$ cat src/hw/mmx_pkg.sv
/*
 Package for the monitor multiplexer channel-select logic: channel codes, switch fields,
 settling time and the control/selection structs.
 Assumes a single 125 MHz clock.
*/
package mmx_pkg;
	localparam int CODE_W = 5;
	localparam int NUM_SRC = 24;
	localparam int CLK_MHZ = 125;
	// Settling time after enable or channel change, in microseconds
	localparam int SETTLE_US = 50;
	localparam int SETTLE_CYC = SETTLE_US * CLK_MHZ;
	localparam int CNT_W = 14;

	localparam logic [4:0] CODE_HIZ = 5'h00;
	localparam logic [4:0] CODE_MAIN_IN = 5'h01;
	localparam logic [4:0] CODE_BACKUP = 5'h02;
	localparam logic [4:0] CODE_COIN = 5'h03;
	localparam logic [4:0] CODE_BUCK1 = 5'h04;
	localparam logic [4:0] CODE_BUCK6 = 5'h09;
	localparam logic [4:0] CODE_BUCK7 = 5'h0a;
	localparam logic [4:0] CODE_REG1 = 5'h0b;
	localparam logic [4:0] CODE_REG4 = 5'h0e;
	localparam logic [4:0] CODE_TEMP_DIE = 5'h0f;
	localparam logic [4:0] CODE_TEMP_LAST = 5'h18;

	// Divider selections for the conditioning stage
	typedef enum logic [2:0] {
		MMX_DIV_NONE = 3'b000,
		MMX_DIV_4 = 3'b001,
		MMX_DIV_3P5 = 3'b010,
		MMX_DIV_3 = 3'b011,
		MMX_DIV_BUCK = 3'b100,
		MMX_DIV_2P86 = 3'b101,
		MMX_DIV_3P33 = 3'b110
	} mmx_div_t;

	typedef enum logic [1:0] {
		MMX_OUT_PULLDOWN = 2'b00,
		MMX_OUT_HIZ = 2'b01,
		MMX_OUT_DRIVE = 2'b10
	} mmx_out_t;

	typedef struct packed {
		logic monitor_mux_enable;
		logic [CODE_W-1:0] monitor_channel_code;
		logic system_on;
		logic buck_at_1v8;
	} mmx_ctrl_t;

	typedef struct packed {
		mmx_out_t out_mode;
		logic [NUM_SRC-1:0] source_onehot;
		mmx_div_t divider;
		logic buffer_on;
		logic reserved_code;
	} mmx_sel_t;
endpackage

$ cat src/hw/mmx_channel_select.sv
/*
 Channel-select logic for the 24-input analog monitor multiplexer: decodes enable and
 channel code into pull-down, high-impedance or one-of-24 source selection, divider
 choice and buffer enable.
 Assumes enable and code come from the device's serial-port registers, synchronous to clk_i.
*/
// Summary of operation
// - With the enable bit low the mux is off and the output is pulled to ground whatever the code.
// - With the enable bit high in a system-on state the source named by the five-bit code is routed to the buffer.
// - Enabled with code zero leaves the output floating, neither driven nor pulled low.
// - Codes 1 to 3 pick main input, backup rail and coin cell with dividers 4, 3.5 and 3.
// - Codes 4 to 9 pick buck 1 to 6 feedback, divided by 1.25 at 1.8 V and by 1 otherwise.
// - Code 10 picks buck 7 feedback with a fixed divider of about 2.86.
// - Codes 11 to 14 pick the four linear regulator outputs, each divided by about 3.33.
// - Code 15 picks the die-centre sensor, 16 to 24 the local sensors, 25 to 31 are reserved.
// - The buffered voltage reaches the pin only while the device is in a system-on state.
`timescale 1ns/1ps
module mmx_channel_select #(
	parameter int SETTLE_CYCLES = mmx_pkg::SETTLE_CYC
) (
	// Clock and reset
	input wire logic clk_i,
	input wire logic arst_n_i,
	// Control from register bits and power state
	input wire mmx_pkg::mmx_ctrl_t ctrl_i,
	// Analog switch controls
	output mmx_pkg::mmx_sel_t sel_o,
	// Pull-down switch, active high
	output logic pulldown_o,
	// Pin driver enable, low while the buffer drives the pin
	output logic pin_oe_n_o,
	// Driven output settled after the last change; stays low while the pin is not driven
	output logic settled_o
);
	import mmx_pkg::*;

	typedef struct packed {
		mmx_sel_t sel;
		logic [CODE_W:0] last_req;
	} mmx_state_t;

	mmx_state_t state;
	mmx_state_t next_state;
	logic change;
	logic req_enable;
	logic [CODE_W-1:0] req_code;
	mmx_out_t req_mode;
	mmx_div_t req_divider;

	// A count the timer register cannot hold would silently shorten the settle window
	if (SETTLE_CYCLES < 1 || SETTLE_CYCLES >= (1 << CNT_W))
	begin : g_settle_range
		$error("mmx_channel_select: SETTLE_CYCLES out of range");
	end

	// The one-hot vector needs exactly one switch per non-reserved nonzero code
	if (NUM_SRC != int'(CODE_TEMP_LAST))
	begin : g_source_count
		$error("mmx_channel_select: NUM_SRC does not match the last channel code");
	end

	// The code field must be able to name every source
	if ((1 << CODE_W) <= NUM_SRC)
	begin : g_code_width
		$error("mmx_channel_select: CODE_W too narrow for NUM_SRC");
	end

	// Codes above the last sensor select nothing
	function automatic logic is_reserved(input logic [CODE_W-1:0] code);
		return code > CODE_TEMP_LAST;
	endfunction

	// Codes that name a real source
	function automatic logic is_source(input logic [CODE_W-1:0] code);
		return code != CODE_HIZ && !is_reserved(code);
	endfunction

	// One switch per source; a compare per bit keeps codes 0 and 25 to 31 off the vector
	function automatic logic [NUM_SRC-1:0] onehot(input logic [CODE_W-1:0] code);
		logic [NUM_SRC-1:0] v;
		v = '0;
		for (int i = 0; i < NUM_SRC; i++)
		begin
			if (is_source(code) && code == CODE_W'(i + 1))
			begin
				v[i] = 1'b1;
			end
		end
		return v;
	endfunction

	// Pin mode for one request; enable governs the pull-down even outside system-on
	function automatic mmx_out_t mode_for(input logic enable, input logic [CODE_W-1:0] code,
		input logic system_on);
		mmx_out_t m;
		if (!enable)
		begin
			m = MMX_OUT_PULLDOWN;
		end
		else if (code == CODE_HIZ)
		begin
			m = MMX_OUT_HIZ;
		end
		else if (is_reserved(code))
		begin
			// Reserved codes float the pin so no internal node is disturbed
			m = MMX_OUT_HIZ;
		end
		else if (!system_on)
		begin
			// Outside system-on the buffer stays off and the pin floats
			m = MMX_OUT_HIZ;
		end
		else
		begin
			m = MMX_OUT_DRIVE;
		end
		return m;
	endfunction

	// Divider for a driven source; off, floating and reserved settings need none
	function automatic mmx_div_t divider_for(input logic [CODE_W-1:0] code, input logic at_1v8);
		mmx_div_t d;
		unique case (code) inside
			CODE_MAIN_IN:
			begin
				d = MMX_DIV_4;
			end
			CODE_BACKUP:
			begin
				d = MMX_DIV_3P5;
			end
			CODE_COIN:
			begin
				d = MMX_DIV_3;
			end
			[CODE_BUCK1:CODE_BUCK6]:
			begin
				// Only the 1.8 V setting needs scaling into the buffer range
				if (at_1v8)
				begin
					d = MMX_DIV_BUCK;
				end
				else
				begin
					d = MMX_DIV_NONE;
				end
			end
			CODE_BUCK7:
			begin
				d = MMX_DIV_2P86;
			end
			[CODE_REG1:CODE_REG4]:
			begin
				d = MMX_DIV_3P33;
			end
			[CODE_TEMP_DIE:CODE_TEMP_LAST]:
			begin
				// Sensors feed the buffer unscaled
				d = MMX_DIV_NONE;
			end
			default:
			begin
				d = MMX_DIV_NONE;
			end
		endcase
		return d;
	endfunction

	assign req_enable = ctrl_i.monitor_mux_enable;
	assign req_code = ctrl_i.monitor_channel_code;
	assign req_mode = mode_for(req_enable, req_code, ctrl_i.system_on);
	assign req_divider = divider_for(req_code, ctrl_i.buck_at_1v8);

	always_comb
	begin
		next_state = state;
		next_state.last_req = {req_enable, req_code};
		next_state.sel.out_mode = req_mode;
		next_state.sel.reserved_code = req_enable && is_reserved(req_code);
		if (req_mode == MMX_OUT_DRIVE)
		begin
			next_state.sel.buffer_on = 1'b1;
			next_state.sel.source_onehot = onehot(req_code);
			next_state.sel.divider = req_divider;
		end
		else
		begin
			// Every source switch opens, so nothing reaches the floating or grounded pin
			next_state.sel.buffer_on = 1'b0;
			next_state.sel.source_onehot = '0;
			next_state.sel.divider = MMX_DIV_NONE;
		end
	end

	always_ff @(posedge clk_i or negedge arst_n_i)
	begin
		if (!arst_n_i)
		begin
			state <= '0;
		end
		else
			state <= next_state;
	end

	// Any change of enable or code restarts the settle window
	assign change = next_state.last_req != state.last_req;

	mmx_settle_timer #(
		.CYCLES(SETTLE_CYCLES)
	) u_settle (
		.clk_i(clk_i),
		.arst_n_i(arst_n_i),
		.restart_i(change),
		.active_i(next_state.sel.buffer_on),
		.settled_o(settled_o)
	);

	// Pin controls decode the registered mode, so they switch in step with sel_o
	assign sel_o = state.sel;
	assign pulldown_o = state.sel.out_mode == MMX_OUT_PULLDOWN;
	assign pin_oe_n_o = state.sel.out_mode != MMX_OUT_DRIVE;
endmodule // mmx_channel_select

$ cat src/hw/mmx_settle_timer.sv
/*
 Settle timer for the monitor multiplexer: restarts on every enable or channel-code change and
 reports when the output may be trusted.
 Assumes restart is a one-cycle pulse in the clk_i domain.
*/
`timescale 1ns/1ps
module mmx_settle_timer #(
	parameter int CYCLES = mmx_pkg::SETTLE_CYC
) (
	// Clock and reset
	input wire logic clk_i,
	input wire logic arst_n_i,
	// Control
	input wire logic restart_i,
	input wire logic active_i,
	// Status
	output logic settled_o
);
	import mmx_pkg::*;

	typedef struct packed {
		logic [CNT_W-1:0] count;
		logic settled;
	} mmx_tmr_state_t;

	mmx_tmr_state_t state;
	mmx_tmr_state_t next_state;

	if (CYCLES < 1 || CYCLES >= (1 << CNT_W))
	begin : g_cycles_range
		$error("mmx_settle_timer: CYCLES out of range");
	end

	always_comb
	begin
		next_state = state;
		if (!active_i || restart_i)
		begin
			next_state.count = CNT_W'(CYCLES);
			next_state.settled = 1'b0;
		end
		else if (state.count != '0)
			next_state.count = state.count - CNT_W'(1);
		else
			next_state.settled = 1'b1;
	end

	always_ff @(posedge clk_i or negedge arst_n_i)
	begin
		if (!arst_n_i)
			state <= '0;
		else
			state <= next_state;
	end

	assign settled_o = state.settled;
endmodule // mmx_settle_timer

$ cat config.mk
export PLATFORM = sky130hd
export DESIGN_NAME = mmx_channel_select
export DESIGN_NICKNAME = d
export VERILOG_FILES = /design/src/hw/mmx_pkg.sv /design/src/hw/mmx_channel_select.sv /design/src/hw/mmx_settle_timer.sv
export SDC_FILE = /design/constraint.sdc
export NUM_CORES = 1
export LEC_CHECK = 0
export ABC_CLOCK_PERIOD_IN_PS = 4700
export BUFFER_PORTS_ARGS = -buffer_cell sky130_fd_sc_hd__buf_2
export CAP_MARGIN = 20
export CORE_ASPECT_RATIO = 1.2
export CORE_UTILIZATION = 51
export CTS_CLUSTER_SIZE = 25
export DETAILED_ROUTE_END_ITERATION = 8
export HOLD_SLACK_MARGIN = 0.05
export PLACE_DENSITY = 0.84
export SETUP_SLACK_MARGIN = 0.2
export SLEW_MARGIN = 30
export SYNTH_ARGS = -nofsm -noshare
export SYNTH_HDL_FRONTEND = slang
export SYNTH_HIERARCHICAL = 1
export SYNTH_SLANG_ARGS = --single-unit
$ cat constraint.sdc
create_clock -name clk_i -period 4.7 [get_ports clk_i]
set_input_delay 1.41 -clock clk_i [delete_from_list [all_inputs] [get_ports clk_i]]
set_output_delay 1.41 -clock clk_i [all_outputs]
set_load 0.1 [all_outputs]
==> impl_metrics.tcl, run 1 <==
set metrics [dict create \
    outcome "finished clean" \
    stdcell_count 296 \
    dominantRegCellSynth "dfrtp_1" \
    cp.arrival_ns 3.18 \
    hold_viol_final 0 \
    cts.hold.buffers_added 0 \
    dieWidth_um 64.8 \
    cts_max_level 2 \
    grt_pass1_vias 1538 \
    viasPerCell 5.31 \
    cp_cell_sequence "buf_2 > nor3_1 > o22ai_2 > nor2_1 > nor2b_1 > o311ai_0 > o31ai_1" \
    detail-route-antenna-nets 0 \
    synth_edf_count 0 \
    p_int_mw 0.627 \
    cts_root_buf "clkbuf_8" \
    critPathSlowestCell "nor2b_1" \
    critPathKind "in -> reg" \
    grt_pass1_wl_um 7090 \
    ys_warn_count 6 \
    cts_tree "built" \
    design_area_mm2 0.00253 \
    place_hpwl_um 3020 \
    comb_power_share_pct 10.2 \
    drt_wl_total_um 4150 \
    rsz0062_at_grt "no" \
    wire_per_inst_um 14.0 \
    cts_resized 0 \
    final_max_slew_viol_count 0 \
    rr_worst_depth 6 \
    switching_power_mw 0.211 \
    finalCriticalPeriod_ns 2.97 \
    cp-startpoint "ctrl_i[4]" \
    place_congestion 0.816 \
    pwr-share-seq_pct 54.3 \
    rows 27 \
    drt_pass1_iterations 4 \
    diodes 0 \
    clkPwrFrac_pct 35.5 \
    syn_nets 238 \
    cpPeakStageDelay_ns 0.51 \
    post-cts-setup-buffer-count 0 \
    place_area_mm2 0.00242 \
    fill_cells 405 \
    swShare_pct 25.2 \
    grt.overflow.total 0 \
    cp-endpoint "u_settle/state[11]$_DFFE_PN0P_" \
    leakage_nw 1.17 \
    vdd_drop_max_v 0.000153 \
    finalCritPeriodShare_pct 63.3 \
    placed_cells 288 \
    hp-class "reg -> reg" \
    holdWs_ns 0.550 \
    cts.clk_slew.worst_paths_ns 0.09 \
    critPathMaxFanout 19 \
    drc 0 \
    required_ns 4.91 \
    synth_area_per_cell_um2 10.6 \
    numCtsBuffers 5 \
    grt_max_degree 53 \
    coreArea_mm2 0.00456 \
    clk_path_buf_depth 2 \
    r2r_slack_ns 2.58 \
    port_buffers 43 \
    layout.nets 248 \
    tightest_slew_ns 0.800 \
    syn_area_mm2 0.00241 \
    antenna_found_initial 0 \
    end_kind "flip-flop" \
    skew_ns 0.00720 \
    drtIter0Drc 75 \
    die_h_um 77.3 \
    max_freq_mhz 336 \
    yosysSeqAreaShare_pct 53.9 \
    reg2reg_from "u_settle/state[1]$_DFFE_PN0P_" \
    grt_use_total_pct 18.5 \
    async_flop_share_pct 100 \
    r2r_end "u_settle/state[13]$_DFFE_PN0P_" \
    synth-seq-cells 52 \
    start_util_pct 52.9 \
    tns_ns 0 \
    num_vias 1573 \
    synth_cell_types 48 \
    finalSetupViolations 0 \
    worst_skew_pair.late_latency_ns 0.30 \
    startpoint_type "input port" \
    syn2layout_area_growth_pct 4.93 \
    cts.sinks 52 \
    powerDensity_mw_per_mm2 331 \
    die-area_mm2 0.00501 \
    drive_gt1_share_pct 26.5 \
    synthCells 227 \
    boundaryPins 44 \
    relSlewSlack_pct 46.2 \
    maxCapViolations 0 \
]
[cell type report]
type | count | area [um2] | share of cell area, %
flip-flops and latches | 52 | 1300 | 51.4
multi-input cells | 128 | 801 | 31.6
repair buffers | 44 | 223 | 8.80
well taps | 58 | 72.6 | 2.87
clock buffers | 5 | 68.8 | 2.72
clock inverters | 3 | 42.5 | 1.68
inverters | 6 | 22.5 | 0.890
[layer usage]
| layer | vias to the layer above | track usage [%] | part of all wire, % |
|---|---|---|---|
| met5 | - | 0 | 0 |
| met4 | 0 | 5.33 | 1.2 |
| met3 | 5 | 3.68 | 3.5 |
| met2 | 32 | 31.1 | 51 |
| met1 | 770 | 23.8 | 44 |
| li1 | 766 | - | - |
[cells by family (layout without fill, tap and decap cells)]
family | after synthesis | in the layout | synth area share [%]
buf+inv | 47 | 58 | 12.9
flops | 52 | 52 | 53.9
xor+xnor | 7 | 7 | 2.54
mux | 2 | 2 | 0.830
simple gates | 92 | 92 | 21.8
compound gates | 26 | 26 | 7.47
fa+ha+maj | 1 | 1 | 0.519
[through the flow]
stage | power [mW] | util, % | setup slack (ns)
finish | 0.839 | 55.5 | 1.73
global route | 0.874 | 55.5 | 1.54
CTS | 0.848 | 55.5 | 1.72
detailed placement | 0.551 | 53.1 | 1.40
global placement | 0.549 | 53.1 | 1.51
floorplan | 0.533 | - | 1.65
[layout by cell type (no fill, tap or decap), types with 2 or more instances in the layout]
cell type	netlist	final
dfrtp_1	52	52
xor2_1	4	4
nor4b_1	2	2
or4_4	4	4
nand3_1	5	5
and4_1	2	2
o31ai_1	3	3
a21oi_1	6	6
nand2b_1	10	10
nand2_1	7	7
nor3_1	5	5
or3_1	5	5
clkbuf_8	0	5
mux2i_1	2	2
nor3_2	2	2
nor4_1	8	8
nor2_1	28	28
or2_1	2	2
buf_2	4	43
nand3b_1	2	2
a31oi_1	2	2
nor3b_1	2	2
xnor2_1	3	3
o21ai_0	4	4
inv_1	6	6
a211o_1	2	2
[Yosys cell counts, types with 3 or more instances]
| master | count | area (um2) |
|---|---|---|
| dfrtp_1 | 52 | 1300 |
| inv_1 | 6 | 22.5 |
| buf_4 | 32 | 240 |
| nand2b_1 | 10 | 62.6 |
| or3_1 | 5 | 31.3 |
| o21ai_0 | 4 | 20.0 |
| a21oi_1 | 6 | 30.0 |
| nor2_1 | 28 | 105 |
| xnor2_1 | 3 | 26.3 |
| nor4_1 | 8 | 50.1 |
| buf_2 | 4 | 20.0 |
| or4_4 | 4 | 45.0 |
| nand2_1 | 7 | 26.3 |
| nand3_1 | 5 | 25.0 |
| nor3_1 | 5 | 25.0 |
| o31ai_1 | 3 | 22.5 |
| xor2_1 | 4 | 35.0 |
[registers in the layout, summed over array words and instances (netlist names)]
| signal | cells |
|---|---|
| u_settle/settled_o | 1 |
| state | 6 |
| sel_o | 31 |
| u_settle/state | 14 |
[worst max-delay path: cells and delay by family]
family                 cells  cell delay (ns)
and+or+nand+nor            3             1.03
AOI/OAI and AO/OA          3             0.54
buffers and inverters      1             0.20
[power by group through the flow]
stage               clock [mW]  sequential [mW]  combinational, mW
floorplan                    0            0.464             0.0691
global placement             0            0.465             0.0849
detailed placement           0            0.465             0.0862
finish                   0.298            0.456             0.0853
global route             0.326            0.456             0.0920
CTS                      0.306            0.456             0.0863
[how the worst min path moves through the flow]
stage / from / to / slack [ns] / depth (start not counted)
6_report: u_settle/settled_o$_DFFE_PN0P_ / u_settle/settled_o$_DFFE_PN0P_ / 0.55 / 2
5_1_grt: u_settle/state[8]$_DFFE_PN0P_ / u_settle/state[8]$_DFFE_PN0P_ / 0.59 / 2
4_1_cts: u_settle/settled_o$_DFFE_PN0P_ / u_settle/settled_o$_DFFE_PN0P_ / 0.56 / 2
3_5_place_dp: u_settle/settled_o$_DFFE_PN0P_ / u_settle/settled_o$_DFFE_PN0P_ / 0.53 / 2
3_3_place_gp: u_settle/settled_o$_DFFE_PN0P_ / u_settle/settled_o$_DFFE_PN0P_ / 0.49 / 2
2_1_floorplan: u_settle/state[10]$_DFFE_PN0P_ / u_settle/state[11]$_DFFE_PN0P_ / 0.50 / 1
No activity file was read; power rests on OpenSTA's default activity.
==> run 2: changes to the inputs <==
Settings changed: ABC_AREA set to 1, ABC_CLOCK_PERIOD_IN_PS 4700 to 3000, PLACE_DENSITY 0.84 to 0.83.
Clock period 4.7 ns to 3 ns, I/O delays scaled along.
==> impl_metrics.tcl, run 2 <==
set metrics [dict create \
    grt_max_degree 33 \
    numCtsBuffers 5 \
    startpoint_type "input port" \
    detail-route-antenna-nets 0 \
    layout_common_cells "nand2_1 (54), dfrtp_1 (52), buf_2 (43)" \
    ys_warn_count 6 \
    cts.hold.buffers_added 0 \
    fin_ws_ns 0.820 \
    tightest_slew_ns 0.491 \
    diodes 0 \
    critPathMaxFanout 15 \
    boundaryPins 44 \
    finalCriticalPeriod_ns 2.18 \
    synth_area_per_cell_um2 8.70 \
    grt_pass1_vias 1779 \
    place_congestion 0.987 \
    maxCapViolations 0 \
    yosysSeqAreaShare_pct 49.7 \
    synth_top_area_share_pct 49.7 \
    coreArea_mm2 0.00494 \
    grt_util_met1_pct 24.9 \
    relSlewSlack_pct 67.5 \
    layout.nets 327 \
    post-place-ws_ns 0.515 \
    cts.clk_slew.worst_paths_ns 0.10 \
    largest_register_ffs 31 \
    cts_tree "built" \
    max_freq_mhz 459 \
    syn_area_mm2 0.00262 \
    synth_most_common_cell "nand2_1" \
    die_h_um 80.5 \
    clk_path_buf_depth 2 \
    netlist_top_cells_count "nand2_1 (54), dfrtp_1 (52), inv_1 (35), nor2_1 (35), buf_4 (32)" \
    synthCells 301 \
    syn_nets 312 \
    grt_use_total_pct 20.0 \
    num_vias 1876 \
    drive_gt1_share_pct 25.2 \
    grt.overflow.total 0 \
    port_buffers 43 \
    rr_worst_depth 7 \
    synth_top_area_cell "dfrtp_1" \
    min_path_cells 2 \
    drtIter0Drc 69 \
    met2_usage_pct 33.4 \
    synth-seq-cells 52 \
    drt_wl_total_um 4740 \
    rows 28 \
    synth_edf_count 0 \
    start_util_pct 53.0 \
    tns_ns 0 \
    grtUsageMet3_pct 4.83 \
    antenna_found_initial 0 \
    wire_per_inst_um 12.6 \
    rsz0062_at_grt "no" \
    cts_resized 0 \
    powerDensity_mw_per_mm2 462 \
    critPathKind "in -> reg" \
    post-cts-setup-buffer-count 0 \
    hp-class "reg -> reg" \
    finish.utilization_pct 55.6 \
    hold_viol_final 0 \
    required_ns 3.18 \
    cp.arrival_ns 2.36 \
    grt_pass1_wl_um 8020 \
    die-area_mm2 0.00543 \
    cts_max_level 2 \
    leakage_nw 1.52 \
    skew_ns 0.0157 \
    layout_commonest_cell "nand2_1" \
    cts_root_buf "clkbuf_8" \
    vdd_drop_max_v 0.000431 \
    worst_skew_pair.late_latency_ns 0.30 \
    final_max_slew_viol_count 0 \
    outcome "finished clean" \
    finalCritPeriodShare_pct 72.7 \
    r2r_end "u_settle/state[12]$_DFFE_PN0P_" \
    synth_cell_types 33 \
    place_hpwl_um 3630 \
    syn2layout_area_growth_pct 4.92 \
    async_flop_share_pct 100 \
    finalSetupViolations 0 \
    min_to "u_settle/settled_o$_DFFE_PN0P_" \
    cts.sinks 52 \
    dominantRegCellSynth "dfrtp_1" \
    end_kind "flip-flop" \
    dieWidth_um 67.4 \
    drc 0 \
    r2r_slack_ns 1.32 \
    reg2reg_from "state[2]$_DFF_PN0_" \
    grt_most_used_layer "met2" \
    synth.area.top_cells "dfrtp_1 (50%), buf_4 (9.2%), nand2_1 (7.7%)" \
    viasPerCell 4.98 \
    drt_pass1_iterations 4 \
    hold_start "u_settle/settled_o$_DFFE_PN0P_" \
]
[run 2: worst max-delay path: stages]
cell and delay (ns):
buf_2 0.14, nor2_2 0.21, nand2_1 0.14, nand2_2 0.11, nand4_2 0.09, inv_2 0.07, inv_1 0.06, nor2_4 0.32
inv_1 0.11, a21oi_1 0.13, nand2_1 0.07
[run 2: power by group]
part,switching (mW),total [mW],internal (mW)
combinational,0.117,0.144,0.0273
clock,0.223,0.412,0.189
sequential,0.00391,0.714,0.710
total,0.344,1.27,0.926
[run 2: worst max path at each step]
stage	startpoint	endpoint	slack (ns)	cells past startpoint
after floorplan	sel_o[29]$_DFF_PN0_	pulldown_o	0.46	1
after global placement	ctrl_i[2]	u_settle/state[8]$_DFFE_PN0P_	0.60	11
after detailed placement	ctrl_i[2]	u_settle/state[11]$_DFFE_PN0P_	0.51	11
after CTS	ctrl_i[2]	u_settle/state[11]$_DFFE_PN0P_	0.85	11
after global routing	ctrl_i[2]	u_settle/state[12]$_DFFE_PN0P_	0.65	11
final	ctrl_i[2]	u_settle/state[12]$_DFFE_PN0P_	0.82	11
[run 2: cell families after synthesis]
logic type	synth area share (%)
compound gates	2.53
xor+xnor	2.01
fa+ha+maj	0.478
flops	49.7
buf+inv	16.3
simple gates	29.0
[run 2: area by class of cell]
class | count | area (um2)
inverter | 39 | 148
sequential | 52 | 1300
clock inverter | 2 | 13.8
fill | 442 | 2190
timing repair buffer | 46 | 238
multi-input combinational | 172 | 890
clock buffer | 6 | 82.6
tap | 60 | 75.1
[run 2: through the flow]
stage	cells	power (mW)	hold WS [ns]	instance area, um2
2_1_floorplan	301	0.840	0.467	2620
3_3_place_gp	369	0.870	0.471	2650
3_5_place_dp	369	0.873	0.482	2650
4_1_cts	377	1.28	0.506	2750
5_1_grt	377	1.33	0.525	2750
6_report	377	1.27	0.506	2750
[run 2: per-layer routing]
layer | vias up | wire length (um)
met5 | - | 0
met4 | 0 | 84
met3 | 11 | 171
met2 | 41 | 2460
met1 | 893 | 2020
li1 | 931 | -
==> run 3: changes to the inputs <==
Settings changed: ABC_CLOCK_PERIOD_IN_PS 3000 to 1900, CORE_UTILIZATION 51 to 50, PLACE_DENSITY 0.83 to 0.85.
Clock period 3 ns to 1.9 ns, I/O delays scaled along.
==> impl_metrics.tcl, run 3 (synthesized netlist as in run 2, its figures left out) <==
set metrics [dict create \
    drive_gt1_share_pct 31.4 \
    rows 28 \
    hp-class "in -> async" \
    place_congestion 0.888 \
    clk_path_buf_depth 2 \
    final_max_slew_viol_count 0 \
    cts.sinks 52 \
    fill_cells 445 \
    port_buffers 43 \
    end_kind "output port" \
    antenna_found_initial 0 \
    cp.arrival_ns 1.09 \
    cts_max_level 2 \
    detail-route-antenna-nets 0 \
    largest_register_ffs 31 \
    grt_pass1_wl_um 8290 \
    pwr-share-seq_pct 55.4 \
    grt_pass1_vias 1904 \
    boundaryPins 44 \
    layout.nets 342 \
    numCtsBuffers 5 \
    drtIter0Drc 55 \
    critPathTopFamily "buffers and inverters" \
    cts.clk_slew.worst_paths_ns 0.09 \
    wire_per_inst_um 12.1 \
    swShare_pct 25.6 \
    cts_root_buf "clkbuf_8" \
    syn2layout_area_growth_pct 12.3 \
    grt.overflow.total 0 \
    cts_tree "built" \
    die-area_mm2 0.00553 \
    num_vias 1917 \
    worst_skew_pair.late_latency_ns 0.30 \
    finalCritPeriodShare_pct 87.4 \
    maxCapViolations 0 \
    place_area_mm2 0.00280 \
    multiInputGateArea_um2 927 \
    grt_use_total_pct 20.4 \
    die_h_um 81.3 \
    outcome "finished clean" \
    startpoint_type "flip-flop" \
    seqCellArea_mm2 0.00130 \
    diodes 0 \
    cts.hold.buffers_added 0 \
    tightest_slew_ns 0.490 \
    cpPeakStageDelay_ns 0.43 \
    grt_max_degree 53 \
    drt_pass1_iterations 4 \
    hold_viol_final 0 \
    required_ns 1.33 \
    finalPower_mw 2.03 \
    switching_power_mw 0.521 \
    comb_power_share_pct 12.6 \
    critPathSlowestCell "buf_2" \
    leakage_nw 1.60 \
    stdcell_count 391 \
    worst-path-buf-inv 1 \
    dieWidth_um 68.1 \
    design_area_mm2 0.00294 \
    drt_wl_total_um 4750 \
    start_util_pct 52.6 \
    vdd_drop_max_v 0.000560 \
    layout_common_cells "nand2_1 (52), dfrtp_1 (52), buf_2 (38)" \
    place_hpwl_um 3670 \
    cp_cell_sequence "buf_2" \
    coreArea_mm2 0.00497 \
    rsz0062_at_grt "no" \
    placed_cells 381 \
    clkPwrFrac_pct 32.0 \
    p_int_mw 1.51 \
    finalCriticalPeriod_ns 1.66 \
    skew_ns 0.0106 \
    relSlewSlack_pct 67.6 \
    max_freq_mhz 602 \
    finish.utilization_pct 59.1 \
    critPathMaxFanout 1 \
    viasPerCell 4.90 \
    critPathKind "reg -> out" \
    tns_ns 0 \
    finalSetupViolations 0 \
    drc 0 \
    powerDensity_mw_per_mm2 691 \
]
run 3: cell count changes in the layout (fill, tap and decap cells not counted), sizes merged:
cell,change
clkbuf,+2
clkinv,-1
buf,+14
inv,-1
run 3: timing repair:
| item | CTS | global route |
|---|---|---|
| pin swaps | 0 | 1 |
| endpoints found under the setup margin | 4 | 14 |
| resized for setup | 4 | 4 |
| setup buffers | 0 | 3 |
run 3: final timing paths:
check,startpoint,end,slack (ns),cells past startpoint
setup / recovery,sel_o[13]$_DFF_PN0_,sel_o[13],0.24,1
min in group clk_i,ctrl_i[7],state[5]$_DFF_PN0_,0.46,1
setup reg to reg,u_settle/state[1]$_DFFE_PN0P_,u_settle/state[2]$_DFFE_PN0P_,0.38,7
hold / removal,arst_n_i,u_settle/state[1]$_DFFE_PN0P_,0.26,2
max in group asynchronous,arst_n_i,u_settle/state[5]$_DFFE_PN0P_,1.43,2
hold reg to reg,u_settle/settled_o$_DFFE_PN0P_,u_settle/settled_o$_DFFE_PN0P_,0.50,2
run 3: power by group through the flow:
stage	Combinational, mW	Clock (mW)	Sequential, mW
floorplan	0.183	0	1.15
global placement	0.246	0	1.15
detailed placement	0.251	0	1.15
CTS	0.255	0.672	1.13
global route	0.279	0.713	1.13
finish	0.256	0.650	1.13
run 3: area by class of cell:
| cell class | instances | share of cell area (%) |
|---|---|---|
| Timing Repair Buffer | 61 | 13.1 |
| Multi-Input combinational cell | 172 | 31.5 |
| Inverter | 39 | 5.23 |
| Clock buffer | 7 | 3.28 |
| Tap cell | 60 | 2.55 |
| Sequential cell | 52 | 44.3 |
run 3: metrics by stage:
step	hold slack [ns]	setup slack, ns
after floorplan	0.274	-0.0674
after global placement	0.490	0.0410
after detailed placement	0.475	-0.0570
after CTS	0.257	0.212
after global routing	0.264	0.182
final	0.256	0.239
run 3: per-layer routing:
layer / part of all wire [%] / vias to the layer above / track usage, %
li1: - / 966 / -
met1: 41 / 898 / 23.9
met2: 54 / 45 / 35.5
met3: 3.7 / 8 / 4.49
met4: 1.3 / 0 / 8.33
met5: 0 / - / 0
